### src/shared/eilac_cfg.svh
`ifndef EILAC_CFG_SVH
`define EILAC_CFG_SVH
`define EILAC_ADR_ENC_CONST   7'h10
`define EILAC_ADR_ENC_POS     7'h11
`define EILAC_ADR_ENC_CFG     7'h12
`define EILAC_ADR_ENC_STATUS  7'h13
`define EILAC_ADR_ENC_LATCH   7'h14
`define EILAC_ADR_VENC_CONST  7'h17
`define EILAC_ADR_VENC_ANGLE  7'h18
`define EILAC_ADR_VENC_SEL    7'h19
`define EILAC_ENC_CONST_RST   32'h0001_0000
`define EILAC_DEC_MOD         17'h0_2710
`define EILAC_LIM_00          8'h40
`define EILAC_LIM_01          8'h48
`define EILAC_LIM_10          8'h50
`define EILAC_LIM_11          8'h58
`endif

### src/shared/eilac_pkg.sv
package eilac_pkg;
  typedef struct packed {
    logic       dec_div;
    logic       cmp_enc;
    logic [2:0] rsvd;
    logic       clr_pos;
    logic       neg_edge;
    logic       pos_edge;
    logic       clr_once;
    logic       clr_cont;
    logic       skip_quadrature_qualify;
    logic       pol_n;
    logic       pol_b;
    logic       pol_a;
  } eilac_cfg_t;
  typedef struct packed {
    logic [1:0] load_sel;
    logic [5:0] rsvd;
    logic [1:0] res_sel;
  } eilac_vsel_t;
  typedef struct packed {
    logic [6:0]  addr;
    logic [31:0] wdata;
    logic        wr;
    logic        rd;
  } eilac_req_t;
  typedef enum logic [1:0] {EILAC_DISARMED, EILAC_ARMED} eilac_arm_t;
endpackage : eilac_pkg

### src/design/eilac_top.sv
`timescale 1ns/1ps
`default_nettype none
`include "eilac_cfg.svh"
// Function
// - Qualify index when A and B match their programmed polarities.
// - Index channel active level set by index-polarity bit.
// - Ignore-quadrature bit drops A and B from index qualification.
// - Continuous-clear repeats index action while qualified index stays active.
// - Single-clear arms detection; act only on next qualified index event.
// - Rising-edge bit triggers on index becoming active, no level control.
// - Falling-edge bit triggers on index becoming inactive, no level control.
// - Index event latches position; clear-counter bit also zeroes position.
// - Compare-source bit picks ramp position (0) or encoder position (1).
// - Decimal-divisor bit picks n/65536 or n/10000 increment scaling.
// - Vector encoder constant is signed six-dot-six fixed point.
// - Vector constant zero, the reset value, switches vector control off.
// - Readable, writable 8-bit vector angle, software-initialised to table bits.
// - Resolution field picks table address bits 12..5, 11..4, 9..2, 7..0.
// - Load-angle field limits to 64, 72, 80 or 88 of 256.
// - Load-angle limit is applied symmetrically in both directions.
// - Index event sets status flag; status read clears it.
// - Each encoder count adds or subtracts the accumulation constant.
module eilac_top
  import eilac_pkg::*;
(
  input  wire logic        sys_clk,
  input  wire logic        rst,
  input  wire eilac_req_t  reg_req,
  output var  logic [31:0] reg_rdata,
  input  wire logic        enc_a,
  input  wire logic        enc_b,
  input  wire logic        enc_n,
  input  wire logic [31:0] ramp_position,
  input  wire logic [31:0] compare_position,
  input  wire logic [12:0] microstep_adr,
  output var  logic        position_match_output,
  output var  logic        index_action,
  output var  logic        load_lead_limit,
  output var  logic        load_lag_limit
);

  // ------------------------------------------------------------
  // Functions
  // ------------------------------------------------------------
  // Fractions stay in 0..9999 in decimal mode, so a carry never skips a step.
  function automatic logic [47:0] step_pos(input logic [47:0] p, input logic [31:0] c,
                                           input logic up, input logic dec);
    logic [16:0] f;
    logic [31:0] i;
    f = 17'h0_0000;
    i = 32'h0000_0000;
    if (!dec) begin
      step_pos = up ? p + {{16{c[31]}}, c} : p - {{16{c[31]}}, c};
    end else begin
      i = {{16{c[31]}}, c[31:16]};
      if (up) begin
        f = {1'b0, p[15:0]} + {1'b0, c[15:0]};
        if (f >= `EILAC_DEC_MOD) begin
          f = f - `EILAC_DEC_MOD;
          i = i + 32'h0000_0001;
        end
        step_pos = {p[47:16] + i, f[15:0]};
      end else begin
        f = {1'b0, p[15:0]} - {1'b0, c[15:0]};
        if (f[16]) begin
          f = f + `EILAC_DEC_MOD;
          i = i + 32'h0000_0001;
        end
        step_pos = {p[47:16] - i, f[15:0]};
      end
    end
  endfunction : step_pos

  // ------------------------------------------------------------
  // Pin synchronisers and quadrature decode
  // ------------------------------------------------------------
  logic [2:0] pin_s1;
  logic [2:0] pin_s2;
  logic [2:0] pin_d;
  // The chain keeps sampling through reset, so a pin already high at release
  // is not taken for a fresh transition and the counter starts clean.
  always_ff @(posedge sys_clk) begin
    pin_s1 <= {enc_n, enc_b, enc_a};
    pin_s2 <= pin_s1;
    pin_d  <= pin_s2;
  end
  wire a_s   = pin_s2[0];
  wire b_s   = pin_s2[1];
  wire n_s   = pin_s2[2];
  wire cnt   = (a_s ^ pin_d[0]) ^ (b_s ^ pin_d[1]);
  wire cnt_up = pin_d[0] ^ b_s;

  // ------------------------------------------------------------
  // Registers
  // ------------------------------------------------------------
  eilac_cfg_t  cfg;
  eilac_vsel_t vsel;
  logic [31:0] enc_const;
  logic [47:0] enc_pos;
  logic [31:0] enc_latch;
  logic        index_flag;
  logic [11:0] venc_const;
  logic [13:0] venc_acc;
  eilac_arm_t  arm;
  logic        qual_d;

  wire wr_hit_const  = reg_req.wr && reg_req.addr == `EILAC_ADR_ENC_CONST;
  wire wr_hit_pos    = reg_req.wr && reg_req.addr == `EILAC_ADR_ENC_POS;
  wire wr_hit_cfg    = reg_req.wr && reg_req.addr == `EILAC_ADR_ENC_CFG;
  wire wr_hit_vconst = reg_req.wr && reg_req.addr == `EILAC_ADR_VENC_CONST;
  wire wr_hit_vang   = reg_req.wr && reg_req.addr == `EILAC_ADR_VENC_ANGLE;
  wire wr_hit_vsel   = reg_req.wr && reg_req.addr == `EILAC_ADR_VENC_SEL;
  wire rd_status     = reg_req.rd && reg_req.addr == `EILAC_ADR_ENC_STATUS;
  wire eilac_cfg_t cfg_wr = reg_req.wdata[13:0];

  // ------------------------------------------------------------
  // Index qualification
  // ------------------------------------------------------------
  wire n_active = (n_s == cfg.pol_n);
  wire ab_match = (a_s == cfg.pol_a) && (b_s == cfg.pol_b);
  wire qual     = n_active && (cfg.skip_quadrature_qualify || ab_match);
  wire rise_ev  = cfg.pos_edge && qual && !qual_d;
  wire fall_ev  = cfg.neg_edge && !qual && qual_d;
  wire edge_mode = cfg.pos_edge || cfg.neg_edge;
  wire index_ev = edge_mode ? (rise_ev || fall_ev) : qual;
  wire act      = index_ev && (cfg.clr_cont || arm == EILAC_ARMED);
  wire [47:0] pos_stepped = step_pos(enc_pos, enc_const, cnt_up, cfg.dec_div);

  // ------------------------------------------------------------
  // Vector control
  // ------------------------------------------------------------
  wire       venc_on  = venc_const != 12'h000;
  wire [13:0] venc_step = {{2{venc_const[11]}}, venc_const};
  wire [7:0] venc_angle = venc_acc[13:6];
  wire [7:0] table_angle =
    vsel.res_sel == 2'h0 ? microstep_adr[12:5] :
    vsel.res_sel == 2'h1 ? microstep_adr[11:4] :
    vsel.res_sel == 2'h2 ? microstep_adr[9:2] : microstep_adr[7:0];
  wire [7:0] load_lim =
    vsel.load_sel == 2'h0 ? `EILAC_LIM_00 :
    vsel.load_sel == 2'h1 ? `EILAC_LIM_01 :
    vsel.load_sel == 2'h2 ? `EILAC_LIM_10 : `EILAC_LIM_11;
  wire [7:0] load_diff = table_angle - venc_angle;
  wire       lead_hit  = venc_on && !load_diff[7] && load_diff >= load_lim;
  wire       lag_hit   = venc_on && load_diff[7] && (8'h00 - load_diff) >= load_lim;

  // ------------------------------------------------------------
  // Configuration and constants
  // ------------------------------------------------------------
  always_ff @(posedge sys_clk) begin
    if (rst) begin
      cfg        <= '0;
      vsel       <= '0;
      enc_const  <= `EILAC_ENC_CONST_RST;
      venc_const <= 12'h000;
    end else begin
      if (wr_hit_cfg) begin
        cfg      <= reg_req.wdata[13:0];
        cfg.rsvd <= 3'h0;
      end
      if (wr_hit_vsel) begin
        vsel <= reg_req.wdata[9:0];
      end
      if (wr_hit_const) begin
        enc_const <= reg_req.wdata;
      end
      if (wr_hit_vconst) begin
        venc_const <= reg_req.wdata[11:0];
      end
    end
  end

  // ------------------------------------------------------------
  // Position counter, latch, arming and status
  // ------------------------------------------------------------
  // Clearing wins over a count in the same cycle so the index lands on zero.
  always_ff @(posedge sys_clk) begin
    if (rst) begin
      enc_pos   <= 48'h0000_0000_0000;
      enc_latch <= 32'h0000_0000;
      arm       <= EILAC_DISARMED;
      qual_d    <= 1'b0;
    end else begin
      qual_d <= qual;
      if (act) begin
        enc_latch <= enc_pos[47:16];
      end
      if (act && cfg.clr_pos) begin
        enc_pos <= 48'h0000_0000_0000;
      end else if (wr_hit_pos) begin
        enc_pos <= {reg_req.wdata, 16'h0000};
      end else if (cnt) begin
        enc_pos <= pos_stepped;
      end
      if (wr_hit_cfg && cfg_wr.clr_once) begin
        arm <= EILAC_ARMED;
      end else if (act) begin
        arm <= EILAC_DISARMED;
      end
    end
  end

  // The status read and a fresh event in one cycle keep the flag set.
  always_ff @(posedge sys_clk) begin
    if (rst) begin
      index_flag <= 1'b0;
    end else if (act) begin
      index_flag <= 1'b1;
    end else if (rd_status) begin
      index_flag <= 1'b0;
    end
  end

  always_ff @(posedge sys_clk) begin
    if (rst) begin
      venc_acc <= 14'h0000;
    end else if (wr_hit_vang) begin
      venc_acc <= {reg_req.wdata[7:0], 6'h00};
    end else if (cnt && venc_on) begin
      venc_acc <= cnt_up ? venc_acc + venc_step : venc_acc - venc_step;
    end
  end

  // ------------------------------------------------------------
  // Outputs
  // ------------------------------------------------------------
  wire [31:0] cmp_src = cfg.cmp_enc ? enc_pos[47:16] : ramp_position;
  wire [31:0] rd_mux =
    reg_req.addr == `EILAC_ADR_ENC_POS    ? enc_pos[47:16] :
    reg_req.addr == `EILAC_ADR_ENC_STATUS ? {31'h0, index_flag} :
    reg_req.addr == `EILAC_ADR_ENC_LATCH  ? enc_latch :
    reg_req.addr == `EILAC_ADR_VENC_ANGLE ? {24'h00_0000, venc_angle} :
    32'h0000_0000;
  always_ff @(posedge sys_clk) begin
    if (rst) begin
      reg_rdata             <= 32'h0000_0000;
      position_match_output <= 1'b0;
      index_action          <= 1'b0;
      load_lead_limit       <= 1'b0;
      load_lag_limit        <= 1'b0;
    end else begin
      reg_rdata             <= reg_req.rd ? rd_mux : 32'h0000_0000;
      position_match_output <= cmp_src == compare_position;
      index_action          <= act;
      load_lead_limit       <= lead_hit;
      load_lag_limit        <= lag_hit;
    end
  end
endmodule : eilac_top
`default_nettype wire

### config.mk
export PLATFORM = sky130hd
export DESIGN_NAME = eilac_top
export DESIGN_NICKNAME = d
export VERILOG_FILES = /design/src/shared/eilac_pkg.sv /design/src/design/eilac_top.sv
export VERILOG_INCLUDE_DIRS = /design/src /design/src/shared
export SDC_FILE = /design/constraint.sdc
export NUM_CORES = 1
export LEC_CHECK = 0
export ABC_CLOCK_PERIOD_IN_PS = 7400
export BUFFER_PORTS_ARGS = -buffer_cell sky130_fd_sc_hd__buf_4
export CAP_MARGIN = 25
export CORE_MARGIN = 2
export CORE_UTILIZATION = 36
export DETAILED_ROUTE_END_ITERATION = 10
export GPL_ROUTABILITY_DRIVEN = 0
export SLEW_MARGIN = 10
export SYNTH_ARGS = -nofsm -noshare
export SYNTH_HDL_FRONTEND = slang
export SYNTH_SLANG_ARGS = --single-unit
### constraint.sdc
create_clock -name sys_clk -period 7.4 [get_ports sys_clk]
set_input_delay 0.74 -clock sys_clk [delete_from_list [all_inputs] [get_ports sys_clk]]
set_output_delay 0.74 -clock sys_clk [all_outputs]
set_load 0.05 [all_outputs]
==> results.yml, run 1 <==
outcome:
  status: "complete, no violations"
setup_path:
  critPathKind: "reg -> reg"
  end_kind: "flip-flop"
  cp_slowest_cell: "ha_1"
  cp.required_ns: 7.81
  rr_worst_depth: 27
  startpoint_type: "flip-flop"
  arrival_ns: 7.30
  slowest_delay_ns: 0.43
  worst-path-max-fanout: 9
  ff2ff_setup_slack_ns: 0.51
cells_and_area:
  areaGrowthSynthToFinish_pct: 13.3
  layout-drive-gt1-share_pct: 11.4
  fin_area_mm2: 0.0205
  fin_cells: 3115
  fin_util_pct: 41.1
  diodes: 0
  final_nets: 2707
detailed_routing:
  vias_per_cell: 5.83
  vias: 18200
  drt-initial-drc-count: 1439
  post-route-drc-count: 0
  post_drt_wl_per_cell_um: 20.0
  drtAntennaViolNets: 0
  totalWireLength_mm: 62.5
  drtPass1Iterations: 5
clocking:
  clock-sinks: 199
  hold_buffers: 0
  cts_tree: "built"
  clkTransAtPathRegs_ns: 0.08
  cts_buffers: 17
  cts_max_level: 4
  cts_setup_buffers: 0
  clockBufferDepth: 2
  clock_latency_ns: 0.48
  root_buffer: "clkbuf_16"
synth:
  synth_commonest_cells: "254 x nand2_1, 212 x nor2_1, 204 x a21oi_1"
  yosysMostFrequentCell: "nand2_1"
  synth_area_per_cell_um2: 7.69
  synth_top_cells_by_area: "dfxtp_1 22%, ha_1 10%, xnor2_1 7.3%"
  ys_seq_area_share_pct: 22.0
  syn-num-nets: 2631
  yosysTopAreaCellShare_pct: 22.0
  ys.flop_type: "dfxtp_1"
  synth_seq_cells: 199
  synth_edf_count: 0
  synthCells: 2354
  async_reset_ff_share_pct: 0
  yosysTopAreaCell: "dfxtp_1"
  netlist_area_mm2: 0.0181
  yosysWarnings: 0
  yosysUniqueCellTypes: 97
global_route:
  grt_pass1_vias: 17400
  antenna_found_initial: 0
  track_usage_pct: 23.3
  grt_max_degree: 76
  grt_first_pass_wirelength_mm: 97.1
  overflow: 0
place:
  dpl_cell_area_mm2: 0.0199
  pre_cts_ws_ns: 0.439
  portBuffers: 158
  hpwl_mm: 48.7
  placed_cells: 3083
die:
  pin_count: 159
  die_area_mm2: 0.0521
  fp-row-count: 82
  die_h_um: 228
  die_w_um: 228
  core_mm2: 0.0499
  start_util_pct: 36.3
timing:
  fin_crit_sh_pct: 93.0
  slew_headroom_pct: 28.9
  finClkSkew_ns: 0.0109
  slew_violations: 0
  fmax_ghz: 0.145
  finalCriticalPeriod_ns: 6.89
  worst_pin_slew_ns: 1.06
  setup_ws_ns: 0.514
  hold_ws_ns: 0.331
  fin_tns_setup_ns: 0
  finalSetupViolations: 0
  hold_viol: 0
  grt_setup_unrepaired: "false"
power_and_ir_drop:
  total_power_mw: 4.71
  ir_worst_vdd_mv: 0.152
  p_leak_nw: 8.23
  power_density_mw_per_mm2: 230
min_path:
  hp-class: "reg -> reg"
  whs_path_depth: 0
flow_run:
  drv_cap: 0
==> worst max-delay path: cells and delay by family (launching register included) <==
family | cells | cell delay [ns]
and+or+nand+nor | 7 | 1.51
adders and majority gates | 3 | 1.08
buffers and inverters | 2 | 0.26
AOI/OAI and AO/OA | 15 | 3.58
DFF | 1 | 0.41
==> area by class of cell <==
type,instances,area (um^2)
Clock buffer,18,429
Fill cell,5174,29400
Inverter,75,282
Clock inverter,14,144
Sequential cell,199,3990
Tap cell,672,841
Timing Repair Buffer,189,1440
Multi-Input combinational cell,1948,13400
==> final timing paths <==
path	start	to
setup / recovery	enc_const[2]$_SDFFE_PP0P_	enc_pos[47]$_SDFFE_PP0P_
hold / removal	pin_s1[1]$_DFF_P_	pin_s2[1]$_DFF_P_
setup reg to reg	enc_const[2]$_SDFFE_PP0P_	enc_pos[47]$_SDFFE_PP0P_
hold reg to reg	pin_s1[1]$_DFF_P_	pin_s2[1]$_DFF_P_
==> sequential cells by signal, summed over array words and instances (netlist names), 2 cells and up <==
signal      count
enc_pos        48
reg_rdata      32
enc_latch      32
pin_s1          3
vsel            4
venc_acc       14
pin_s2          3
enc_const      32
cfg            10
pin_d           2
venc_const     12
==> per-layer routing <==
layer | track usage, % | routed length (um)
met1 | 29.1 | 26600
met2 | 40.3 | 30100
met3 | 3.18 | 3170
met4 | 9.68 | 2530
met5 | 0 | 0
==> power breakdown <==
group	internal, mW	switching, mW	total, mW
clock network	0.448	0.497	0.944
registers	1.14	0.194	1.33
logic	1.00	1.43	2.43
total	2.59	2.12	4.71
==> logic make-up (layout without fill, tap and decap cells) <==
family	after synthesis	in the layout	synth area share, %
simple gates	752	752	19.2
compound gates	705	705	25.5
xor+xnor	235	235	11.5
buf+inv	207	296	4.64
flops	199	199	22.0
fa+ha+maj	154	154	10.9
mux	102	102	6.22
==> cell usage in the layout (no fill, tap or decap), types with 7 or more instances in the layout <==
| cell type | count |
|---|---|
| nand2_1 | 254 |
| nor2_1 | 209 |
| a21oi_1 | 204 |
| dfxtp_1 | 197 |
| buf_4 | 188 |
| ha_1 | 147 |
| xnor2_1 | 146 |
| o21ai_0 | 127 |
| mux2i_1 | 90 |
| xor2_1 | 83 |
| inv_1 | 72 |
| nor3_1 | 65 |
| a21o_1 | 65 |
| nand3_1 | 42 |
| a31oi_1 | 35 |
| o211ai_1 | 33 |
| and3_1 | 31 |
| a22oi_1 | 28 |
| nand4_1 | 26 |
| a211oi_1 | 26 |
| o21bai_1 | 23 |
| nand2b_1 | 21 |
| o31ai_1 | 18 |
| clkbuf_16 | 17 |
| nor4_1 | 16 |
| or3_1 | 16 |
| nor2b_1 | 16 |
| o22ai_1 | 12 |
| o21a_1 | 11 |
| o31a_1 | 11 |
| and2_1 | 10 |
| a221oi_1 | 10 |
| a311oi_1 | 8 |
| mux4_2 | 8 |
| and4_1 | 7 |
| o32ai_1 | 7 |
| o221ai_1 | 7 |
==> timing repair <==
action / CTS / global route
endpoints found under the setup margin: 0 / 7
gates resized for setup: 0 / 12
hold endpoints to repair: 0 / 0
Power figures use the tool's default switching activity.
==> run 2: changes to the inputs <==
--- a/config.mk
+++ b/config.mk
@@ -9,10 +9,12 @@
 export ABC_CLOCK_PERIOD_IN_PS = 7400
 export BUFFER_PORTS_ARGS = -buffer_cell sky130_fd_sc_hd__buf_4
 export CAP_MARGIN = 25
+export CORE_ASPECT_RATIO = 1.4
 export CORE_MARGIN = 2
-export CORE_UTILIZATION = 36
+export CORE_UTILIZATION = 59
 export DETAILED_ROUTE_END_ITERATION = 10
 export GPL_ROUTABILITY_DRIVEN = 0
+export PLACE_DENSITY = 0.79
 export SLEW_MARGIN = 10
 export SYNTH_ARGS = -nofsm -noshare
 export SYNTH_HDL_FRONTEND = slang
==> results.yml, run 2 (synthesis gave the netlist of run 1 again) <==
cells_and_area:
  largest_reg_flops: 48
  multi_input_area_mm2: 0.0134
  ff_latch_area_mm2: 0.00399
  layout-drive-gt1-share_pct: 11.5
  final_cell_mix: "254 x nand2_1, 209 x nor2_1, 203 x a21oi_1"
  top_register: "enc_pos"
  areaGrowthSynthToFinish_pct: 11.5
  final_nets: 2706
  fin_util_pct: 67.0
  fillCellCount: 2572
  layout_commonest_cell: "nand2_1"
global_route:
  overflow: 0
  grt_pass1_vias: 18600
  grt_first_pass_wirelength_mm: 98.5
  grt_max_degree: 89
  antenna_found_initial: 2
  track_usage_pct: 38.6
detailed_routing:
  post_drt_wl_per_cell_um: 22.5
  drtAntennaViolNets: 0
  totalWireLength_mm: 63.6
  drt-initial-drc-count: 1735
  post-route-drc-count: 0
  vias: 19000
  vias_per_cell: 6.73
  drtPass1Iterations: 7
die:
  fp-row-count: 75
  die_area_mm2: 0.0321
  core_mm2: 0.0301
  die_h_um: 211
  pin_count: 159
  die_w_um: 152
  start_util_pct: 60.1
setup_path:
  cp_num_buf_inv: 1
  critPathKind: "reg -> reg"
  arrival_ns: 7.41
  r2r-end: "enc_pos[47]$_SDFFE_PP0P_"
  reg2reg_from: "enc_const[2]$_SDFFE_PP0P_"
  worst-path-max-fanout: 14
  end_kind: "flip-flop"
  startpoint_type: "flip-flop"
  path_cells: "inv_1 -> ha_1 -> nor2b_4 -> o31a_1 -> o31a_1 -> a211o_1 -> nor3_1 -> o2111ai_2 -> nor3_2 -> nor2b_1 -> nor2b_2 -> o21ai_0 -> ha_1 -> a21o_1 -> a21o_1 -> a211o_1 -> a21oi_1 -> a21oi_1 -> o32ai_2 -> o21bai_1 -> and3_1 -> o41ai_1 -> or2b_1 -> o211ai_2"
  cp_top_family: "compound AO/OA/AOI/OAI gates"
  cp.required_ns: 7.79
  slowest_delay_ns: 0.51
  rr_worst_depth: 24
  ff2ff_setup_slack_ns: 0.38
  cp_slowest_cell: "a211o_1"
clocking:
  cts_max_level: 4
  clock_latency_ns: 0.47
  clockBufferDepth: 2
  clock-sinks: 199
  cts_tree: "built"
  clkTransAtPathRegs_ns: 0.08
  hold_buffers: 0
  cts_setup_buffers: 0
  root_buffer: "clkbuf_16"
  cts_buffers: 17
min_path:
  whs_path_depth: 0
  hp-class: "reg -> reg"
  holdPathEnd: "pin_s2[1]$_DFF_P_"
  hp-start: "pin_s1[1]$_DFF_P_"
timing:
  worst_pin_slew_ns: 1.03
  hold_ws_ns: 0.334
  hold_viol: 0
  slew_headroom_pct: 31.3
  fin_crit_sh_pct: 94.9
  slew_violations: 0
  finalCriticalPeriod_ns: 7.02
  finClkSkew_ns: 0.0179
  finalSetupViolations: 0
  fmax_ghz: 0.142
flow_run:
  drv_cap: 0
power_and_ir_drop:
  ir_worst_vdd_mv: 0.213
  power_density_mw_per_mm2: 242
  p_leak_nw: 8.24
place:
  hpwl_mm: 47.2
  portBuffers: 158
outcome:
  status: "complete, no violations"
run 2: per-stage QoR:
stage / setup TNS, ns / power [mW] / setup slack [ns] / area, um^2 / cells
2_1_floorplan: 0 / 3.06 / 0.887 / 18100 / 2354
3_3_place_gp: 0 / 3.68 / 0.546 / 19500 / 2792
3_5_place_dp: 0 / 3.74 / 0.434 / 19500 / 2793
4_1_cts: 0 / 4.72 / 0.336 / 20100 / 2825
5_1_grt: -0.0858 / 5.10 / -0.0600 / 20200 / 2827
6_report: 0 / 4.88 / 0.376 / 20200 / 2828
run 2: what timing repair did:
item / 4_1_cts / 5_1_grt
resized for setup: 0 / 18
hold endpoints to repair: 0 / 0
setup endpoints to repair: 0 / 6
run 2: layout make-up:
cell class | count | share of cell area, %
timing repair buffer | 188 | 7.01
clock inverter | 15 | 0.905
tap | 385 | 2.39
clock buffer | 17 | 2.11
inverter | 75 | 1.40
sequential | 199 | 19.8
antenna | 1 | 0.0124
multi-input combinational | 1948 | 66.4
run 2: where the power goes:
part,switching (mW),internal (mW)
Clock,0.496,0.486
Sequential,0.220,1.14
Combinational,1.53,1.01
run 2: per-layer routing:
| metal | share of wire (%) | routed length [um] | vias to the layer above | track usage, % |
|---|---|---|---|---|
| li1 | - | - | 8690 | - |
| met1 | 34 | 21700 | 8808 | 39.9 |
| met2 | 46 | 29600 | 1058 | 64.8 |
| met3 | 8.9 | 5680 | 463 | 9.99 |
| met4 | 10 | 6580 | 2 | 34.4 |
| met5 | 0.027 | 17 | - | 0 |
run 2: how the worst max path moves through the flow:
stage	start	end	slack (ns)	cells past startpoint
floorplan	enc_const[2]$_SDFFE_PP0P_	enc_pos[47]$_SDFFE_PP0P_	0.89	29
global route	enc_const[2]$_SDFFE_PP0P_	enc_pos[46]$_SDFFE_PP0P_	-0.06	23
finish	enc_const[2]$_SDFFE_PP0P_	enc_pos[47]$_SDFFE_PP0P_	0.38	24
CTS	enc_const[2]$_SDFFE_PP0P_	enc_pos[47]$_SDFFE_PP0P_	0.34	26
global placement	enc_const[1]$_SDFFE_PP0P_	enc_pos[47]$_SDFFE_PP0P_	0.55	25
detailed placement	enc_const[2]$_SDFFE_PP0P_	enc_pos[47]$_SDFFE_PP0P_	0.43	26
